### src/hw/posm_pkg.sv
/*
  posm_pkg: register offsets, field positions, reset values and code points
  of the three-pin output source selector.
  Assumes: an 8-bit register access port supplied by the serial control bus
  decoder of the enclosing device.
*/
package posm_pkg;

  localparam int unsigned NUM_PINS    = 3;
  localparam int unsigned NUM_PORTS   = 2;
  localparam int unsigned REMOTE_PINS = 4;
  localparam int unsigned LEVEL_PINS  = 4;

  localparam logic [7:0] PIN0_CTRL_OFFSET   = 8'h10;
  localparam logic [7:0] PIN1_CTRL_OFFSET   = 8'h11;
  localparam logic [7:0] PIN2_CTRL_OFFSET   = 8'h12;
  localparam logic [7:0] LEVEL_STATUS_OFFSET = 8'h0E;
  localparam logic [7:0] PIN_CTRL_RESET     = 8'h00;

  localparam int unsigned SEL_MSB = 7;
  localparam int unsigned SEL_LSB = 5;
  localparam int unsigned SRC_MSB = 4;
  localparam int unsigned SRC_LSB = 2;
  localparam int unsigned VAL_BIT = 1;
  localparam int unsigned EN_BIT  = 0;

  localparam logic [2:0] SRC_PORT0  = 3'h0;
  localparam logic [2:0] SRC_PORT1  = 3'h1;
  localparam logic [2:0] SRC_STATUS = 3'h4;

  localparam logic [2:0] SEL_REMOTE_MAX = 3'h3;
  localparam logic [2:0] SEL_PORT_LOCK  = 3'h4;
  localparam logic [2:0] SEL_PORT_PASS  = 3'h5;

  localparam logic [2:0] SEL_LOCAL_VAL  = 3'h0;
  localparam logic [2:0] SEL_LOCK_ANY   = 3'h1;
  localparam logic [2:0] SEL_LOCK_ALL   = 3'h2;
  localparam logic [2:0] SEL_PASS_ALL   = 3'h3;
  localparam logic [2:0] SEL_FRAME      = 3'h4;

  typedef struct packed {
    logic [SEL_MSB-SEL_LSB:0] output_select;
    logic [SRC_MSB-SRC_LSB:0] output_source;
    logic                     local_value;
    logic                     driver_enable;
  } posm_pin_ctrl_t;

  // per-port status forwarded from the link receivers
  typedef struct packed {
    logic [REMOTE_PINS-1:0] remote_pins;
    logic                   lock;
    logic                   pass;
    logic                   enabled;
  } posm_port_stat_t;

  typedef struct packed {
    logic       wr_en;
    logic       rd_en;
    logic [7:0] addr;
    logic [7:0] wdata;
  } posm_reg_req_t;

endpackage : posm_pkg

### src/hw/posm_pin_select.sv
/*
  posm_pin_select: output source selection for one pin, purely combinational.
  Assumes: control fields held in flip-flops by the parent; status inputs are
  already in the core clock domain.
*/
`timescale 1ns/100ps
module posm_pin_select
(
  input  wire posm_pkg::posm_pin_ctrl_t                       ctrl_i,
  input  wire posm_pkg::posm_port_stat_t [posm_pkg::NUM_PORTS-1:0] port_i,
  input  wire logic                                           frame_pulse_i,
  output logic                                                level_o,
  output logic                                                drive_o
);

  logic                    lock_any;
  logic                    lock_all;
  logic                    pass_all;
  posm_pkg::posm_port_stat_t chosen;

  always_comb
  begin
    lock_any = 1'b0;
    lock_all = 1'b1;
    pass_all = 1'b1;
    for (int p = 0; p < posm_pkg::NUM_PORTS; p++)
    begin
      // disabled ports drop out of the combination entirely
      if (port_i[p].enabled)
      begin
        lock_any = lock_any | port_i[p].lock;
        lock_all = lock_all & port_i[p].lock;
        pass_all = pass_all & port_i[p].pass;
      end
    end
    chosen  = (ctrl_i.output_source == posm_pkg::SRC_PORT1) ? port_i[1] : port_i[0];
    level_o = 1'b0;
    if (ctrl_i.output_source == posm_pkg::SRC_PORT0 || ctrl_i.output_source == posm_pkg::SRC_PORT1)
    begin
      if (ctrl_i.output_select <= posm_pkg::SEL_REMOTE_MAX)
        level_o = chosen.remote_pins[ctrl_i.output_select[1:0]];
      else if (ctrl_i.output_select == posm_pkg::SEL_PORT_LOCK)
        level_o = chosen.lock;
      else if (ctrl_i.output_select == posm_pkg::SEL_PORT_PASS)
        level_o = chosen.pass;
    end
    else if (ctrl_i.output_source == posm_pkg::SRC_STATUS)
    begin
      case (ctrl_i.output_select)
        posm_pkg::SEL_LOCAL_VAL: level_o = ctrl_i.local_value;
        posm_pkg::SEL_LOCK_ANY:  level_o = lock_any;
        posm_pkg::SEL_LOCK_ALL:  level_o = lock_all;
        posm_pkg::SEL_PASS_ALL:  level_o = pass_all;
        posm_pkg::SEL_FRAME:     level_o = frame_pulse_i;
        default:                 level_o = 1'b0;
      endcase
    end
    drive_o = ctrl_i.driver_enable;
  end

endmodule : posm_pin_select

### src/hw/posm_top.sv
/*
  posm_top: control registers and output drivers for pins 0 to 2, plus the
  read-only live pin level status.
  Layout: one byte of control per pin (select 7:5, source 4:2, local value 1,
  driver enable 0) and one status byte holding the settled pad levels in 3:0.
  Timing: a write lands on the edge that takes it; the pads follow one edge
  later. A read answers one edge after its strobe, for one cycle only. A pad
  level shows in the status byte four edges after it settles on the pin.
  Assumes: the serial control bus decoder presents single-cycle 8-bit read and
  write strobes in the core clock domain; pins are open three-signal pads;
  receive port status and the frame pulse already run on the core clock.
  Limits: reserved codes drive a low level, not a released pad, and the lock
  and pass combinations are computed per pin rather than shared.
*/
// Behaviour
// - source field bits 4:2 picks port 0, port 1 or device status.
// - port source, select 0..3 routes that port's remote pin 0..3.
// - port source, select 4 gives port lock, 5 gives port pass.
// - status source, select 0 drives the register's local value bit.
// - status source, select 1 gives OR of enabled ports' lock.
// - status source, select 2 gives AND of enabled ports' lock.
// - status source, select 3 gives AND of enabled ports' pass.
// - status source, select 4 drives the frame pulse; higher reserved.
// - bit 0 enables the pin driver; only then does source reach pin.
// - all control fields read/write, reset zero: drivers off, port 0.
// - read-only status returns live level of each pin, bit n pin n.
`timescale 1ns/100ps
module posm_top
#(
  parameter int unsigned NUM_PINS = posm_pkg::NUM_PINS
)
(
  input  wire logic                                           clk_i,
  input  wire logic                                           srst_i,
  input  wire posm_pkg::posm_reg_req_t                        req_i,
  output logic [7:0]                                          rdata_o,
  output logic                                                rvalid_o,
  input  wire posm_pkg::posm_port_stat_t [posm_pkg::NUM_PORTS-1:0] port_i,
  input  wire logic                                           frame_pulse_i,
  input  wire logic [posm_pkg::LEVEL_PINS-1:0]                pin_level_i,
  output logic [NUM_PINS-1:0]                                 pin_o,
  output logic [NUM_PINS-1:0]                                 pin_oe_n_o
);

  typedef posm_pkg::posm_pin_ctrl_t [NUM_PINS-1:0] posm_ctrl_arr_t;

  typedef struct packed {
    posm_ctrl_arr_t                          ctrl;
    logic [posm_pkg::LEVEL_PINS-1:0]         sync1;
    logic [posm_pkg::LEVEL_PINS-1:0]         sync2;
    logic [posm_pkg::LEVEL_PINS-1:0]         sync3;
    logic [posm_pkg::LEVEL_PINS-1:0]         level;
    logic [NUM_PINS-1:0]                     pin;
    logic [NUM_PINS-1:0]                     oe_n;
    logic [7:0]                              rdata;
    logic                                    rvalid;
  } posm_state_t;

  posm_state_t         state_q;
  posm_state_t         state_d;
  logic [NUM_PINS-1:0] sel_level;
  logic [NUM_PINS-1:0] sel_drive;

  // maps a bus address to a pin index, NUM_PINS when none matches
  function automatic int unsigned pin_index(input logic [7:0] addr);
    if (addr == posm_pkg::PIN0_CTRL_OFFSET)
      return 0;
    else if (addr == posm_pkg::PIN1_CTRL_OFFSET)
      return 1;
    else if (addr == posm_pkg::PIN2_CTRL_OFFSET)
      return 2;
    else
      return NUM_PINS;
  endfunction : pin_index

  // splits a bus byte into control fields at their register bit positions
  function automatic posm_pkg::posm_pin_ctrl_t ctrl_from_byte(input logic [7:0] data);
    posm_pkg::posm_pin_ctrl_t ctrl;
    ctrl.output_select = data[posm_pkg::SEL_MSB:posm_pkg::SEL_LSB];
    ctrl.output_source = data[posm_pkg::SRC_MSB:posm_pkg::SRC_LSB];
    ctrl.local_value   = data[posm_pkg::VAL_BIT];
    ctrl.driver_enable = data[posm_pkg::EN_BIT];
    return ctrl;
  endfunction : ctrl_from_byte

  // packs control fields back into the byte a read returns
  function automatic logic [7:0] ctrl_to_byte(input posm_pkg::posm_pin_ctrl_t ctrl);
    logic [7:0] data;
    data                                      = 8'h00;
    data[posm_pkg::SEL_MSB:posm_pkg::SEL_LSB] = ctrl.output_select;
    data[posm_pkg::SRC_MSB:posm_pkg::SRC_LSB] = ctrl.output_source;
    data[posm_pkg::VAL_BIT]                   = ctrl.local_value;
    data[posm_pkg::EN_BIT]                    = ctrl.driver_enable;
    return data;
  endfunction : ctrl_to_byte

  // status byte: settled levels low, reserved upper bits zero
  function automatic logic [7:0] level_byte(input logic [posm_pkg::LEVEL_PINS-1:0] level);
    logic [7:0] data;
    data                           = 8'h00;
    data[posm_pkg::LEVEL_PINS-1:0] = level;
    return data;
  endfunction : level_byte

  // a bit moves only once the last two stages agree, so a metastable flip never counts
  function automatic logic [posm_pkg::LEVEL_PINS-1:0] settle_levels
  (
    input logic [posm_pkg::LEVEL_PINS-1:0] held,
    input logic [posm_pkg::LEVEL_PINS-1:0] mid,
    input logic [posm_pkg::LEVEL_PINS-1:0] last
  );
    logic [posm_pkg::LEVEL_PINS-1:0] settled;
    settled = held;
    for (int b = 0; b < posm_pkg::LEVEL_PINS; b++)
    begin
      if (mid[b] == last[b])
        settled[b] = last[b];
    end
    return settled;
  endfunction : settle_levels

  // pad level is masked while the driver is off, so a released pad never shows a stale high
  function automatic logic [1:0] pad_pair
  (
    input logic level,
    input logic drive
  );
    logic [1:0] pair;
    pair[1] = level & drive;
    pair[0] = ~drive;
    return pair;
  endfunction : pad_pair

  // only the three control bytes take writes; the status byte is read-only
  function automatic posm_ctrl_arr_t apply_write
  (
    input posm_ctrl_arr_t          ctrl,
    input posm_pkg::posm_reg_req_t req
  );
    posm_ctrl_arr_t ctrl_upd;
    int unsigned    idx;
    ctrl_upd = ctrl;
    idx      = pin_index(req.addr);
    if (req.wr_en && idx < NUM_PINS)
      ctrl_upd[idx] = ctrl_from_byte(req.wdata);
    return ctrl_upd;
  endfunction : apply_write

  // read data for one address; unmapped bytes read as zero
  function automatic logic [7:0] read_data
  (
    input logic [7:0]  addr,
    input posm_state_t state
  );
    logic [7:0]  data;
    int unsigned idx;
    data = 8'h00;
    idx  = pin_index(addr);
    if (idx < NUM_PINS)
      data = ctrl_to_byte(state.ctrl[idx]);
    else if (addr == posm_pkg::LEVEL_STATUS_OFFSET)
      data = level_byte(state.level);
    return data;
  endfunction : read_data

  generate
    for (genvar g = 0; g < NUM_PINS; g++)
    begin : g_pin
      posm_pin_select u_sel
      (
        .ctrl_i        (state_q.ctrl[g]),
        .port_i        (port_i),
        .frame_pulse_i (frame_pulse_i),
        .level_o       (sel_level[g]),
        .drive_o       (sel_drive[g])
      );
    end
  endgenerate

  always_comb
  begin
    state_d = state_q;
    // bus side: a read in the same cycle as a write still returns the old byte
    state_d.ctrl   = apply_write(state_q.ctrl, req_i);
    state_d.rvalid = req_i.rd_en;
    state_d.rdata  = 8'h00;
    if (req_i.rd_en)
      state_d.rdata = read_data(req_i.addr, state_q);
    // pin level synchroniser, three stages
    state_d.sync1 = pin_level_i;
    state_d.sync2 = state_q.sync1;
    state_d.sync3 = state_q.sync2;
    state_d.level = settle_levels(state_q.level, state_q.sync2, state_q.sync3);
    // pad stage, registered so the pads never glitch on a select change
    for (int p = 0; p < NUM_PINS; p++)
    begin
      {state_d.pin[p], state_d.oe_n[p]} = pad_pair(sel_level[p], sel_drive[p]);
    end
  end

  always_ff @(posedge clk_i)
  begin
    if (srst_i)
    begin
      for (int p = 0; p < NUM_PINS; p++)
        state_q.ctrl[p] <= posm_pkg::PIN_CTRL_RESET;
      state_q.sync1  <= '0;
      state_q.sync2  <= '0;
      state_q.sync3  <= '0;
      state_q.level  <= '0;
      state_q.pin    <= '0;
      state_q.oe_n   <= '1;
      state_q.rdata  <= 8'h00;
      state_q.rvalid <= 1'b0;
    end
    else
      state_q <= state_d;
  end

  assign rdata_o    = state_q.rdata;
  assign rvalid_o   = state_q.rvalid;
  assign pin_o      = state_q.pin;
  assign pin_oe_n_o = state_q.oe_n;

endmodule : posm_top

### config.mk
export PLATFORM = sky130hd
export DESIGN_NAME = posm_top
export DESIGN_NICKNAME = d
export VERILOG_FILES = /design/src/hw/posm_pkg.sv /design/src/hw/posm_pin_select.sv /design/src/hw/posm_top.sv
export SDC_FILE = /design/constraint.sdc
export NUM_CORES = 1
export LEC_CHECK = 0
export CORE_ASPECT_RATIO = 1.1
export CORE_MARGIN = 1
export CORE_UTILIZATION = 35
export CTS_CLUSTER_SIZE = 12
export DETAILED_ROUTE_END_ITERATION = 8
export DONT_BUFFER_PORTS = 1
export HOLD_SLACK_MARGIN = 0.05
export SYNTH_ARGS = -nofsm -noshare
export SYNTH_HDL_FRONTEND = slang
export SYNTH_SLANG_ARGS = --single-unit
### constraint.sdc
create_clock -name clk_i -period 3.9 [get_ports clk_i]
set_input_delay 0.39 -clock clk_i [delete_from_list [all_inputs] [get_ports clk_i]]
set_output_delay 0.39 -clock clk_i [all_outputs]
set_load 0.005 [all_outputs]
Yosys cells after proc, flatten, opt, wreduce, memory -nomap -nowiden
Cells that the tools add are included.

Input port bits: 39. Output and inout port bits: 15. Bits in registers: 55.

Mux-type cells: 44. Bitwise gates (word level): 10. Reduce and logical (&&, ||, !) cells: 12. $lt $le $gt $ge: 11. Equal/unequal tests: 29.

Operators by type and width (count): less-than comparator 32 x 2 -> 1 bit (second input constant) (2); less-than comparator 32 x 3 -> 1 bit (second input constant) (2); >= comparator 32 x 1 -> 1 bit (second input constant) (1); 2-to-1 mux 32 bit (1); equality test 3 bit (second input constant) (9); 2-to-1 mux 1 bit (25); bitwise mux 24 bit (1); equality test 8 x 5 -> 1 bit (second input constant) (3); 2-to-1 mux 8 bit (3); 2-to-1 mux 7 bit (3); equality test 3 x 1 -> 1 bit (second input constant) (6); equality test 3 x 2 -> 1 bit (second input constant) (6); logical NOT 3 bit (6); binary-select mux 8 bit (select 2 bit) (1); demux 8 bit (select 2 bit) (1); case mux 1 bit (5 select lines) (3); <= comparator 3 x 2 -> 1 bit (second input constant) (3); less-than comparator 2 x 3 -> 1 bit (second input constant) (3); equality test 8 x 4 -> 1 bit (second input constant) (1); binary-select mux 1 bit (select 2 bit) (3); bitwise AND 1 bit (5); equality test 1 bit (4); 2-to-1 mux 2 bit (2); 2-to-1 mux 4 bit (1); 5 further kinds (11).

Longest topological paths before layout
Depth after elaboration: 9. Gate-level depth with buffers: 5. Depth with buffers taken out: 4.

Hierarchy
Synthesis repeated with hierarchy kept, for this count alone.

Cell total of the unflattened synthesis: 318. Area total of the unflattened synthesis: 3040.4 µm².

By module, submodules not included: posm_top (area each 2308.5 µm², times used 1, cells an instance 219); posm_pin_select (area each 244.0 µm², times used 3, cells an instance 33).

Worst setup path after synthesis
No wires, ideal clock.

Path type: register -> register. From: register state_q[36] (netlist name). To: register state_q (netlist bit pin_o[0]). Library setup time: 0.137 ns. Arrival time: 1.481 ns. Buffers on the path: 1. Period minus slack after synthesis: 1.618 ns. Cell stages (with the launch flop): 6. Path slack: 2.282 ns. Cells stage by stage: dfxtp_1 -> clkbuf_1 -> mux4_2 -> nor4b_1 -> a31oi_1 -> o221ai_1.

Word-level cells in the longest chain between the ends: 6.

Ends and longest elaborated chain: start: declaration (RTL line posm_top.sv:59) `posm_state_t state_q;`; start signal: assignment (RTL line posm_top.sv:217) `state_q <= state_d;`; equality test 3 bit (RTL line posm_pin_select.sv:44) `else if (ctrl_i.output_select == posm_pkg::SEL_PORT_PASS)`; 2-to-1 mux 1 bit (RTL line posm_pin_select.sv:44); 2-to-1 mux 1 bit (RTL line posm_pin_select.sv:42) `else if (ctrl_i.output_select == posm_pkg::SEL_PORT_LOCK)`; 2-to-1 mux 1 bit (RTL line posm_pin_select.sv:40) `if (ctrl_i.output_select <= posm_pkg::SEL_REMOTE_MAX)`; 2-to-1 mux 1 bit (*) (RTL line posm_pin_select.sv:38) `if (ctrl_i.output_source == posm_pkg::SRC_PORT0 || ctrl_i.output_source == posm_pkg::SRC_PORT1)`; bitwise AND 1 bit (*) (RTL line posm_top.sv:129) `pair[1] = level & drive;`.

Mark *: on every way between the ends. The rest lies on a longest branch, timed or not. The select of a mux whose other input is x is not followed. A chain may end at the register's enable or synchronous reset.

Worst setup path after layout
From: register state_q[45] (netlist name). To: register state_q (netlist bit pin_o[1]).

The elaborated chain is that of the path after synthesis.

==> metrics.md <==
| Metric | Value |
|---|---|
| Crit Path Category | reg -> reg |
| Drc violations | 0 |
| Gr busiest metal | met2 |
| CTS Buf Count | 5 |
| FMAX | 523 MHz |
| Worst Reg-to-Reg Cells | 4 |
| Post-synth EDFFs | 0 |
| Final slew viol count | 0 |
| Met3 GRT Util | 4.57% |
| Status | complete, no violations |
| Antenna violations before repair | 0 |
| Area grow syn2layout | 1.31% |
| PortBufs | 0 |
| Synth Warn # | 0 |
| VDD IR max | 157 µV |
| Met2 Use GR | 25.7% |
| Final setup margin | 1990 ps |
| Fin. Hold Viols | 0 |
| Die height | 93.8 µm |
| Drt via density | 5.42 |
| Clk_lat worst skew | 320 ps |
| Std cell rows | 33 |
| Clk pin slew, worst setup/hold paths | 110 ps |
| Worst hold path stage count | 1 |
| Syn_nets | 321 |
| Synth async-reset ratio | 0% |
| Storage cell area | 1100 µm² |
| Nets@finish | 298 |
| Pwr/cell area | 348 nW/µm² |
| WP data required | 4110 ps |
| Leakage power | 1.12 nW |
| I/O pin cnt | 54 |
| Synth Register Bits | 55 |
| CP Launch Type | flop |
| Skew final | 6.61 ps |
| RSZ-0062 raised after global routing | no |
| Crit-path max FO | 8 |
| Slew @ Worst Pin | 564 ps |
| Largest area contributor in the netlist | dfxtp_1 |
| Max_cap viols | 0 |
| Initial Utilization | 36.1% |
| Synthesized area | 2680 µm² |
| Area of the multi-input gates | 1380 µm² |
| Largest cells by area after synthesis | dfxtp_1 (41%), mux2i_1 (15%), nor2_1 (5.7%) |
| H-tree Lvls | 2 |
| Tot GR Track Use | 15.8% |
| Post-DP HPWL | 4520 µm |
| Final setup vio count | 0 |
| Vias | 1,881 |
| Router iterations before antenna repair | 4 |
| Iteration-0 DRC count of the detailed router | 151 |
| Final wirelength | 6040 µm |
| # clock sinks | 55 |
| Max_slew headroom | 62.3% |
| First-pass GRT wire length | 9600 µm |
| GP Congestion | 0.856 |
| Post-CTS Resized | 0 |
| Cts hold-fix bufs | 0 |
| Hold Path Class | in -> reg |
| Post CTS Setup Buffer Count | 0 |
| # diodes | 0 |
| Max clock buf depth | 2 |
| Most frequent cells in the layout | dfxtp_1 (55), nor2_1 (41), mux2i_1 (39), nor2b_1 (20), a21oi_1 (14) |
| Sequential area share after synthesis | 41.1% |
| Vias in the first global route | 1,793 |
| Die extent in x | 85.5 µm |
| Dpl ws | 2020 ps |
| Syn Area/Cell | 9.51 µm² |
| Fill cells | 750 |
| CP arrival | 2120 ps |
| Final ANT Viol Nets | 0 |
| Netlist cell types | 42 |
| Largest net degree at the start of global routing | 46 |
| TritonCTS clock tree | done |
| Final setup TNS | 0 ps |
| Predominant post-synthesis flop cell | dfxtp_1 |
| Met1 track demand over resource | 19.9% |
| Proportion of layout cells with a drive suffix above 1 | 7.31% |
| Core footprint | 7430 µm² |
| Post-Syn Instances | 282 |
| Root cell of the clock tree | clkbuf_8 |
| Min cycle time layout | 1910 ps |
| WL/cell | 17.4 µm |
| Period utilization | 49.0% |
| Grt ovf | 0 |
| Worst Setup End Kind | flop |
| Top cell type's share of synthesized area | 41.1% |
| Commonest non-fill, non-tap cell in the layout | dfxtp_1 |
| Die area | 8020 µm² |
-- cell type report --
class / instances / area share [%]
Clock inverter: 3 / 1.24
Tap cell: 87 / 4.01
Inverter: 7 / 0.967
Clock buffer: 5 / 2.53
Multi-Input combinational cell: 190 / 50.7
Sequential cell: 55 / 40.5
-- worst paths after layout --
kind / from / to / slack [ps]
max reg2reg: state_q[45] / pin_o[1] / 1990
min reg2reg: state_d[25] / state_d[21] / 450
max: state_q[45] / pin_o[1] / 1990
min: srst_i / state_d[26] / 120
-- worst max-delay path: stages (launching register included) --
cell	delay [ps]
dfxtp_1	610
mux4_1	630
mux2_2	300
o221ai_2	160
o21ai_1	100
-- kinds of logic after synthesis --
group,after synthesis,synth area share [%]
AND/OR/NAND/NOR,101,20.7
flip-flops,55,41.1
multiplexers,47,20.9
AO/OA/AOI/OAI,42,9.80
buffers and inverters,37,7.56
-- routing by layer --
layer,share of wire [%],wire [µm],up-vias
li1,-,-,932
met1,44,2670,886
met2,48,2910,53
met3,5.6,338,10
met4,1.9,117,0
met5,0,0,-
-- cell usage after synthesis (4+ instances only) --
| master | instances |
|---|---|
| clkbuf_1 | 12 |
| dfxtp_1 | 55 |
| o21ai_0 | 6 |
| nand2b_1 | 4 |
| inv_1 | 7 |
| nor2_1 | 41 |
| nor4b_1 | 4 |
| nor2b_1 | 20 |
| o21ai_1 | 5 |
| a21oi_1 | 14 |
| nand2_1 | 13 |
| mux2i_1 | 39 |
| buf_4 | 14 |
-- flip-flops by register name, indices dropped and copies added (netlist names) --
signal	count
rdata_o	8
rvalid_o	1
pin_o	3
state_q	32
pin_oe_n_o	3
state_d	8
-- stage by stage --
| step | hold WS (ps) | std cells | utilization [%] | instance area (µm²) | total power, mW |
|---|---|---|---|---|---|
| 6_report | 119 | 347 | 36.5 | 2720 | 0.946 |
| 5_1_grt | 99.6 | 347 | 36.5 | 2720 | 0.979 |
| 4_1_cts | 110 | 347 | 36.5 | 2720 | 0.955 |
| 3_5_place_dp | 427 | 339 | 35.2 | 2610 | 0.614 |
| 3_3_place_gp | 421 | 339 | 35.2 | 2610 | 0.613 |
| 2_1_floorplan | 412 | 282 | - | 2680 | 0.618 |
-- power by group --
part,total [mW],switching [mW],internal [mW]
registers,0.570,0.00253,0.567
clock network,0.345,0.208,0.137
logic,0.0307,0.0121,0.0186
total,0.946,0.223,0.723
Note: power is estimated with default switching activity, not from simulation.
